### src/design/power_cfg_pkg.sv
// package with register addresses, field positions and reset values of the power configuration bank
// Notes on behaviour
// - limit field bits 2:0; 000 shallow, 001 second-level
// - 010/011 C6 variants, 100 C7, 101 C7s
// - limit 111 means no package depth limit
// - no encoding caps the package at C3
// - bit 10 redirects capture-port reads to wait
// - bit 15 locks bits 15:0 until reset
// - bit 25 allows demoting C6/C7 to C3
// - bit 26 allows demoting C3/C6/C7 to C1
// - bit 27 allows undemotion from demoted C3
// - bit 28 allows undemotion from demoted C1
// - nominal ratio read-only in bits 7:0
// - level one power 14:0, ratio 23:16
// - level one max 46:32, min 62:48
// - level two power 14:0, ratio 23:16
// - level two max 46:32, min 62:48
// - level one register ignores all writes
// - level select bits 1:0 writable by firmware
// - control bit 31 freezes whole register until reset
package power_cfg_pkg;
   // register addresses
   localparam logic [31:0] ADDR_IDLE_CONFIG    = 32'h0000_00E2;
   localparam logic [31:0] ADDR_NOMINAL        = 32'h0000_0648;
   localparam logic [31:0] ADDR_LEVEL_ONE      = 32'h0000_0649;
   localparam logic [31:0] ADDR_LEVEL_TWO      = 32'h0000_064A;
   localparam logic [31:0] ADDR_LEVEL_CONTROL  = 32'h0000_064B;
   // idle configuration fields
   localparam int          LIMIT_LSB           = 0;
   localparam int          LIMIT_MSB           = 2;
   localparam int          REDIRECT_BIT        = 10;
   localparam int          CFG_LOCK_BIT        = 15;
   localparam int          DEMOTE_C3_BIT       = 25;
   localparam int          DEMOTE_C1_BIT       = 26;
   localparam int          UNDEMOTE_C3_BIT     = 27;
   localparam int          UNDEMOTE_C1_BIT     = 28;
   localparam logic [63:0] IDLE_WRITE_MASK     = 64'h0000_0000_1E00_8407;
   localparam logic [63:0] IDLE_LOW_MASK       = 64'h0000_0000_0000_FFFF;
   // limit encodings
   localparam logic [2:0]  LIMIT_C0_C1         = 3'h0;
   localparam logic [2:0]  LIMIT_C2            = 3'h1;
   localparam logic [2:0]  LIMIT_C6_NORET      = 3'h2;
   localparam logic [2:0]  LIMIT_C6_RET        = 3'h3;
   localparam logic [2:0]  LIMIT_C7            = 3'h4;
   localparam logic [2:0]  LIMIT_C7S           = 3'h5;
   localparam logic [2:0]  LIMIT_NONE          = 3'h7;
   // control register fields
   localparam int          LEVEL_SEL_MSB       = 1;
   localparam int          LEVEL_LOCK_BIT      = 31;
   localparam logic [1:0]  LEVEL_SEL_RESET     = 2'h0;
   // level descriptor field positions
   localparam int          POWER_LSB           = 0;
   localparam int          RATIO_LSB           = 16;
   localparam int          MAX_POWER_LSB       = 32;
   localparam int          MIN_POWER_LSB       = 48;
   // package depth as one-hot allowance
   typedef enum logic [5:0] {
      DEPTH_C1  = 6'h01,
      DEPTH_C2  = 6'h02,
      DEPTH_C6N = 6'h04,
      DEPTH_C6R = 6'h08,
      DEPTH_C7  = 6'h10,
      DEPTH_ANY = 6'h20
   } depth_t;
endpackage : power_cfg_pkg

### src/design/power_cfg_regs.sv
// register bank for package idle configuration and configurable power levels
module power_cfg_regs
   import power_cfg_pkg::*;
#(
   parameter logic [2:0]  LIMIT_DEFAULT = 3'h7,
   parameter logic [7:0]  NOMINAL_RATIO = 8'h10,
   parameter logic [14:0] L1_POWER      = 15'h0100,
   parameter logic [7:0]  L1_RATIO      = 8'h0C,
   parameter logic [14:0] L1_MAX_POWER  = 15'h0180,
   parameter logic [14:0] L1_MIN_POWER  = 15'h0080,
   parameter logic [14:0] L2_POWER      = 15'h00C0,
   parameter logic [7:0]  L2_RATIO      = 8'h08,
   parameter logic [14:0] L2_MAX_POWER  = 15'h0100,
   parameter logic [14:0] L2_MIN_POWER  = 15'h0040
) (
   // clock and reset
   input  wire logic        clock_i,
   input  wire logic        rst_i,
   // register access
   input  wire logic [31:0] addr_i,
   input  wire logic        wr_en_i,
   input  wire logic [63:0] wr_data_i,
   input  wire logic        rd_en_i,
   output logic      [63:0] rd_data_o,
   output logic             rd_valid_o,
   output logic             rd_error_o,
   // settings to the power manager
   output logic      [2:0]  pkg_limit_o,
   output logic      [5:0]  pkg_depth_o,
   output logic             io_redirect_o,
   output logic             demote_c3_en_o,
   output logic             demote_c1_en_o,
   output logic             undemote_c3_en_o,
   output logic             undemote_c1_en_o,
   output logic      [1:0]  power_level_select_o,
   output logic             idle_locked_o,
   output logic             level_locked_o
);

   logic [63:0] idle_reg;
   logic [63:0] idle_next;
   logic [1:0]  level_sel_reg;
   logic        level_lock_reg;
   logic [63:0] nominal_val;
   logic [63:0] level_one_val;
   logic [63:0] level_two_val;
   logic [63:0] control_val;
   logic [63:0] rd_next;
   logic        hit;
   logic        cfg_locked;
   depth_t      depth;

   assign cfg_locked = idle_reg[CFG_LOCK_BIT];

   // next idle value: bits 15:0 frozen once locked, reserved bits dropped
   always_comb begin
      idle_next = wr_data_i & IDLE_WRITE_MASK;
      if (cfg_locked) begin
         idle_next = (idle_next & ~IDLE_LOW_MASK) | (idle_reg & IDLE_LOW_MASK);
      end
   end

   // idle configuration register; lock clears only on reset
   always_ff @(posedge clock_i) begin
      if (rst_i) begin
         idle_reg <= {61'h0, LIMIT_DEFAULT};
      end else if (wr_en_i && addr_i == ADDR_IDLE_CONFIG) begin
         idle_reg <= idle_next;
      end
   end

   // level select and its lock; the lock freezes itself too
   always_ff @(posedge clock_i) begin
      if (rst_i) begin
         level_sel_reg  <= LEVEL_SEL_RESET;
         level_lock_reg <= 1'b0;
      end else if (wr_en_i && addr_i == ADDR_LEVEL_CONTROL && !level_lock_reg) begin
         level_sel_reg  <= wr_data_i[LEVEL_SEL_MSB:0];
         level_lock_reg <= wr_data_i[LEVEL_LOCK_BIT];
      end
   end

   // read values: descriptors built from constants, control word from its registers, reserved bits zero
   assign nominal_val   = {56'h0, NOMINAL_RATIO};
   assign level_one_val = {1'b0, L1_MIN_POWER, 1'b0, L1_MAX_POWER,
                           8'h0, L1_RATIO, 1'b0, L1_POWER};
   assign level_two_val = {1'b0, L2_MIN_POWER, 1'b0, L2_MAX_POWER,
                           8'h0, L2_RATIO, 1'b0, L2_POWER};
   assign control_val   = {32'h0, level_lock_reg, 29'h0, level_sel_reg};

   // read decode
   always_comb begin
      hit     = 1'b1;
      rd_next = 64'h0;
      unique case (addr_i)
         ADDR_IDLE_CONFIG:   rd_next = idle_reg;
         ADDR_NOMINAL:       rd_next = nominal_val;
         ADDR_LEVEL_ONE:     rd_next = level_one_val;
         ADDR_LEVEL_TWO:     rd_next = level_two_val;
         ADDR_LEVEL_CONTROL: rd_next = control_val;
         default:            hit = 1'b0;
      endcase
   end

   // registered read answer one cycle after the request
   always_ff @(posedge clock_i) begin
      if (rst_i) begin
         rd_data_o  <= 64'h0;
         rd_valid_o <= 1'b0;
         rd_error_o <= 1'b0;
      end else begin
         rd_valid_o <= rd_en_i;
         rd_error_o <= rd_en_i && !hit;
         if (rd_en_i) begin
            rd_data_o <= rd_next;
         end
      end
   end

   // decode of the limit field into a one-hot depth allowance
   always_comb begin
      unique case (idle_reg[LIMIT_MSB:LIMIT_LSB])
         LIMIT_C0_C1:    depth = DEPTH_C1;
         LIMIT_C2:       depth = DEPTH_C2;
         LIMIT_C6_NORET: depth = DEPTH_C6N;
         LIMIT_C6_RET:   depth = DEPTH_C6R;
         LIMIT_C7:       depth = DEPTH_C7;
         LIMIT_C7S:      depth = DEPTH_C7;
         LIMIT_NONE:     depth = DEPTH_ANY;
         default:        depth = DEPTH_C1;                       // 110 is not a C3 cap
      endcase
   end

   // settings driven straight from stored bits, except the decoded depth
   assign pkg_limit_o          = idle_reg[LIMIT_MSB:LIMIT_LSB];
   assign pkg_depth_o          = depth;
   assign io_redirect_o        = idle_reg[REDIRECT_BIT];
   assign demote_c3_en_o       = idle_reg[DEMOTE_C3_BIT];
   assign demote_c1_en_o       = idle_reg[DEMOTE_C1_BIT];
   assign undemote_c3_en_o     = idle_reg[UNDEMOTE_C3_BIT];
   assign undemote_c1_en_o     = idle_reg[UNDEMOTE_C1_BIT];
   assign power_level_select_o = level_sel_reg;
   assign idle_locked_o        = cfg_locked;
   assign level_locked_o       = level_lock_reg;

endmodule : power_cfg_regs

### config.mk
export PLATFORM = sky130hd
export DESIGN_NAME = power_cfg_regs
export DESIGN_NICKNAME = d
export VERILOG_FILES = /design/src/design/power_cfg_pkg.sv /design/src/design/power_cfg_regs.sv
export SDC_FILE = /design/constraint.sdc
export NUM_CORES = 1
export LEC_CHECK = 0
export ABC_AREA = 0
export BUFFER_PORTS_ARGS = -buffer_cell sky130_fd_sc_hd__buf_4
export CORE_ASPECT_RATIO = 1.5
export CORE_MARGIN = 2
export CORE_UTILIZATION = 33
export DETAILED_ROUTE_END_ITERATION = 16
export PLACE_DENSITY = 0.78
export SLEW_MARGIN = 5
export SYNTH_ARGS = -nofsm -noshare
export SYNTH_HDL_FRONTEND = slang
export SYNTH_SLANG_ARGS = --single-unit
### constraint.sdc
create_clock -name clock_i -period 2.09 [get_ports clock_i]
set_input_delay 0.418 -clock clock_i [delete_from_list [all_inputs] [get_ports clock_i]]
set_output_delay 0.418 -clock clock_i [all_outputs]
set_load 0.1 [all_outputs]
==> results of run 1 <==
synth_stat cells, types with 2 or more instances:
cell type	instances	area share, %
o21ai_0	4	1.3
dfxtp_1	28	37
a22o_1	8	4.6
nor4_4	2	2.8
clkbuf_1	3	0.74
nor3_1	6	2.0
and3_1	3	1.2
nor2_1	17	4.2
inv_1	2	0.49
buf_4	50	25
nand3_1	2	0.65
a21oi_1	4	1.3
mux2i_1	7	4.6
and2_1	4	1.6
nor4_1	4	1.6
nand2b_1	3	1.2
nor2b_1	4	1.6
nand2_1	6	1.5
a221o_1	2	1.3
worst paths after layout:
path	cells past startpoint	endpoint	startpoint	slack [ps]
worst max-delay path	3	pkg_depth_o[2]	idle_reg[1]	140
worst min register to register	2	rd_data_o[4]	rd_data_o[4]	460
worst max register to register	5	idle_reg[1]	idle_reg[15]	890
worst min-delay path	2	rd_data_o[4]	addr_i[0]	350
cell families after synthesis:
| family | Yosys count |
|---|---|
| other cells | 1 |
| mux | 7 |
| compound gates | 21 |
| buf+inv | 56 |
| flops | 28 |
| simple gates | 58 |
routing by layer:
layer	wire length, um	vias up	global-route usage, %
met2	1899	80	25.17
li1	-	660	-
met4	110	0	7.273
met3	311	11	2.675
met1	1294	603	14.71
met5	0	-	0
cells in the final DEF, fill, tap and decap left out, types with 4 or more instances in the layout:
cell      count
a21oi_1       4
clkbuf_8      4
a22o_1        8
o21ai_0       4
nor2_1       17
mux2i_1       7
conb_1       44
nand2_1       6
dfxtp_1      25
nor3_1        5
buf_4        91
nor4_1        4
cell type report:
type | count | share of cell area, %
Multi-Input combinational cell | 130 | 36.00
Timing Repair Buffer | 91 | 31.91
Sequential cell | 28 | 26.36
Tap cell | 48 | 2.805
Clock buffer | 4 | 2.572
Inverter | 2 | 0.3507
metrics by stage:
stage / instances / util, %
4_1_cts: 303 / 47.53
3_3_place_gp: 299 / 46.31
5_1_grt: 303 / 47.53
2_1_floorplan: 214 / -
3_5_place_dp: 299 / 46.31
6_report: 303 / 47.53
worst register-to-register path: stages, from the launching register on:
cell and delay, ps:
dfxtp_1 340, nand2b_1 180, nor4_4 250, buf_4 200
nor3_1 40, a21oi_1 110
power by group through the flow:
stage	logic, W	clock network (W)	registers, W
after global placement	0.000453	0	0.000548
after detailed placement	0.000455	0	0.000548
after CTS	0.000455	0.000339	0.000535
after global routing	0.000470	0.000359	0.000536
after floorplan	0.000428	0	0.000563
final	0.000456	0.000327	0.000535
==> results.ini, run 1 <==
[outcome]
status=finished clean

[route]
firstDrtPassIters=4
drtAntennaViolNets=0
detail_route.iter0.violations=32
wl_per_cell_um=11.93
viasPerCell=4.469
wl_mm=3.615
via_count=1354
drc_errors=0

[setup_path]
cp-end-kind=output port
crit_fanout=7
worstPathRequired_ps=1670
critPathArrivalTime_ps=1530
path_cells=nor2b_1 -> nor2b_4 -> buf_4
cp-start-kind=flip-flop
cp_top_family=simple AND/OR/NAND/NOR gates
critPathSlowestCell=dfxtp_2
crit_type=flip-flop to output port
crit_path_max_incr_delay_ps=440
crit_buf_inv=1

[clock_tree]
clk_latency_ps=270
cts.path.max_buffers=2
clock-sinks=28
tritoncts=done
cts_resized=0
post-cts-setup-buffer-count=0
clk_pin_slew_ps=90
htreeDepth=1
holdBufCountCts=0
clock-root-buffer=clkbuf_8
cts_buffers=3

[synthesis]
avgSynthCellArea_um2=8.949
yosys.area_share.adder_pct=0
synth_xor_area_share_pct=0
synth_top_family_by_area=buffers and inverters
synth_edf_count=0
synthMuxAreaShare_pct=4.579
synth_area_um2=1530
synth_cells=171
yosysSeqAreaShare_pct=36.63
async_reset_ff_share_pct=0
synthSimpleGateAreaFrac_pct=22.40
ys_ff_latch=28
synth.distinct_cells=31
synth_flop_cell=dfxtp_1
yosysWarnings=0
synth_compound_area_share_pct=10.06

[sta]
timing.fmax_mhz=513.1
setup_viol=0
rsz0062_at_grt=false
fin_setup_tns_ps=0
clock_skew_ps=1.841
maxSlewViolCount=0
fin_ws_ps=141.0
fin_crit_sh_pct=93.25
finalCriticalPeriod_ps=1949
hold_viol=0
hold_ws_ps=346.9

[job]
drv_cap=0

[cells_and_area]
area_growth_pct=39.90
diodes=0
largest_register_ffs=14
drive_gt1_share_pct=41.96
seqCellArea_um2=564.3
final.fill_count=445
multi_input_area_um2=770.7
nets=356
final_area_um2=2141

[grt]
antenna_found_initial=0
overflow=0
grt_pass1_wl_mm=5.520
grt_usage_pct=13.92
grt_pass1_vias=1269
grt_max_degree=18

[pwr]
seqPwrFrac_pct=40.6
power.share.combinational_pct=34.6
power.density_nw_per_um2=615.4
switching_power_w=0.0005497
design_power_total_w=0.001317
clkPwrFrac_pct=24.8
switching_share_pct=41.72
internal_power_w=0.0007677
leakage_nw=1.050
peakVddDrop_uv=396.5

[place]
io_buffers=85
placed_area_um2=2086
dp_slack_ps=4.033
place_congestion=0.7307
post-dp-hpwl_mm=3.001

[floorplanning]
ios=184
dieArea_um2=5209
start_util_pct=33.97
die_w_um=59.60
core.rowCount=30
die_y_um=87.40
core_area_um2=4504

[min_path]
holdCritPathClass=primary input to flip-flop

(Power assumes the default switching activity.)
==> run 2, diff against run 1 <==
--- a/config.mk
+++ b/config.mk
@@ -5,13 +5,12 @@
 export SDC_FILE = /design/constraint.sdc
 export NUM_CORES = 1
 export LEC_CHECK = 0
-export ABC_AREA = 0
+export ABC_AREA = 1
 export BUFFER_PORTS_ARGS = -buffer_cell sky130_fd_sc_hd__buf_4
-export CORE_ASPECT_RATIO = 1.5
 export CORE_MARGIN = 2
-export CORE_UTILIZATION = 33
+export CORE_UTILIZATION = 36
 export DETAILED_ROUTE_END_ITERATION = 16
-export PLACE_DENSITY = 0.78
+export PLACE_DENSITY = 0.79
 export SLEW_MARGIN = 5
 export SYNTH_ARGS = -nofsm -noshare
 export SYNTH_HDL_FRONTEND = slang
==> results.ini, run 2 <==
[outcome]
status=finished clean

[synthesis]
synth_flop_cell=dfxtp_1
netlist_top_cells_count=50 x buf_4, 48 x nor2_1, 45 x nand2_1
avgSynthCellArea_um2=6.682  ; -25%
synthTopCellsByArea=dfxtp_1 31%, buf_4 21%, nor2_1 10%
yosysWarnings=0  ; unchanged
ys_ff_latch=28  ; unchanged
synth.distinct_cells=22  ; -29%
async_reset_ff_share_pct=0  ; unchanged
yosysMostFrequentCell=buf_4
synth_top_area_share_pct=31.42  ; -5.2 points
synth_cells=267  ; +56%
synth_area_um2=1784  ; +17%
yosysTopAreaCell=dfxtp_1
synth_edf_count=0  ; unchanged
yosysSeqAreaShare_pct=31.42  ; -5.2 points

[clock_tree]
tritoncts=done
clk_pin_slew_ps=90  ; about the same
clock-root-buffer=clkbuf_8
post-cts-setup-buffer-count=0  ; unchanged
holdBufCountCts=0  ; unchanged
clk_latency_ps=270  ; about the same
htreeDepth=1  ; unchanged
cts_resized=0  ; unchanged
cts_buffers=3  ; unchanged
clock-sinks=28  ; unchanged
cts.path.max_buffers=2  ; unchanged

[min_path]
holdPathEnd=idle_reg[2]
holdCritPathClass=primary input to flip-flop
hold_depth=3  ; +1
min_from=wr_data_i[2]

[grt]
grt_pass1_vias=1517  ; +20%
overflow=0  ; unchanged
antenna_found_initial=0  ; unchanged
grt_max_degree=21  ; +3
grt_usage_pct=14.53  ; +0.60 points
grt_pass1_wl_mm=6.327  ; +15%

[setup_path]
cp-start-kind=flip-flop
r2r_cells=4  ; -1
crit_path_max_incr_delay_ps=420  ; -20 ps
crit_buf_inv=3  ; +2
cp_top_family=buffers and inverters
r2r_end=idle_reg[10]
r2r_start=idle_reg[15]
ff2ff_setup_slack_ps=1180  ; +290 ps
worstPathRequired_ps=1670  ; about the same
path_cells=inv_1 -> nor2_1 -> inv_1 -> nor2_4 -> buf_4
critPathArrivalTime_ps=1530  ; about the same
cp-end-kind=output port
crit_type=flip-flop to output port
critPathSlowestCell=dfxtp_4
crit_fanout=6  ; -1
cp_common_cell=inv_1

[cells_and_area]
largest_register_ffs=14  ; unchanged
stdcell_count=410  ; +35%
nets=444  ; +25%
layout_common_cells=85 x buf_4, 45 x nor2_1, 45 x nand2_1
area_growth_pct=34.08
mostFrequentLayoutCell=buf_4
final.fill_count=492  ; +11%
diodes=0  ; unchanged
drive_gt1_share_pct=32.07  ; -9.9 points

[route]
drc_errors=0  ; unchanged
detail_route.iter0.violations=42  ; +31%
viasPerCell=4.317  ; -3.4%
firstDrtPassIters=4  ; unchanged
wl_mm=4.027  ; +11%
drtAntennaViolNets=0  ; unchanged
wl_per_cell_um=9.822  ; -18%
via_count=1770  ; +31%

[place]
post-dp-hpwl_mm=3.344  ; +11%
place_congestion=0.7640  ; +4.6%
io_buffers=85  ; unchanged
dpl.cell_count=406  ; +36%

[floorplanning]
die_y_um=74.40  ; -15%
dieArea_um2=5535  ; +6.3%
ios=184  ; unchanged
die_w_um=74.40  ; +25%
core_area_um2=4755  ; +5.6%
start_util_pct=37.53  ; +3.6 points
core.rowCount=25  ; -17%

[pwr]
power.density_nw_per_um2=600.2  ; -2.5%
leakage_nw=1.177  ; +12%
peakVddDrop_uv=247.9  ; -37%

[sta]
maxSlewViolCount=0  ; unchanged
fin_crit_sh_pct=93.18  ; about the same
hold_viol=0  ; unchanged
clock_skew_ps=2.884  ; +1.043 ps
finalCriticalPeriod_ps=1947  ; -1.537 ps
rsz0062_at_grt=false
fin_setup_tns_ps=0  ; unchanged
setup_viol=0  ; unchanged
timing.fmax_mhz=513.5  ; about the same

[job]
drv_cap=0  ; unchanged

-- run 2: cell types whose count changed after synthesis, sizes merged, moves of 8 or more --
cell,delta
a21oi,+12
a22o,-8
inv,+22
nand2,+42
nand3,+20
nor2,+36
-- run 2: kinds of logic (layout without fill, tap and decap cells) --
| group | Yosys count | count (layout) | share of synthesized area [%] |
|---|---|---|---|
| and+or+nand+nor | 133 | 133 | 33.59 |
| DFF | 28 | 28 | 31.42 |
| AOI/OAI and AO/OA | 24 | 24 | 6.943 |
| other | 1 | 44 | 0.2102 |
| buffers and inverters | 81 | 114 | 27.84 |
-- run 2: report_power, final --
group	total, W	switching [W]	internal [W]
logic	0.000564	0.000484	0.0000807
clock network	0.000333	0.000164	0.000169
registers	0.000539	0.00000375	0.000535
total	0.00144	0.000652	0.000784
-- run 2: layer usage --
metal	GRT usage, %	vias to the layer above	share of wire (%)
met5	0	-	0
met4	5.556	0	0.77
met3	3.252	2	8.9
met2	26.75	87	52
met1	16.17	785	39
li1	-	896	-
-- run 2: worst register-to-register path, delay by kind of cell, from the launching register on --
family	cells	cell delay, ps
AOI/OAI and AO/OA	1	120
buffers and inverters	1	120
DFF	1	430
and+or+nand+nor	2	180
-- run 2: worst max-delay path by stage --
stage / startpoint / endpoint / depth (start not counted)
2_1_floorplan: idle_reg[0] / pkg_depth_o[1] / 2
3_3_place_gp: idle_reg[1] / pkg_depth_o[2] / 5
3_5_place_dp: addr_i[23] / idle_reg[0] / 9
4_1_cts: idle_reg[1] / pkg_depth_o[3] / 5
5_1_grt: idle_reg[1] / pkg_depth_o[3] / 5
6_report: idle_reg[1] / pkg_depth_o[3] / 5
-- run 2: per-stage QoR --
step / total power [W] / hold slack, ps / setup WS [ps] / util [%] / area (um^2)
finish: 0.001436 / 337.0 / 142.6 / 50.32 / 2392
global placement: 0.001112 / 454.8 / 447.1 / 49.16 / 2337
CTS: 0.001449 / 330.7 / 114.2 / 50.32 / 2392
detailed placement: 0.001115 / 458.9 / 413.4 / 49.16 / 2337
floorplan: 0.001088 / 530.5 / 53.56 / - / 2013
global route: 0.001490 / 346.8 / 77.26 / 50.32 / 2392
-- run 2: area by class of cell --
cell class | count | area [um^2] | share of cell area, %
repair buffers | 85 | 638.1 | 26.67
inverters | 25 | 98.84 | 4.132
well taps | 67 | 83.83 | 3.504
multi-input cells | 201 | 944.7 | 39.49
flip-flops and latches | 28 | 571.8 | 23.90
clock buffers | 4 | 55.05 | 2.301
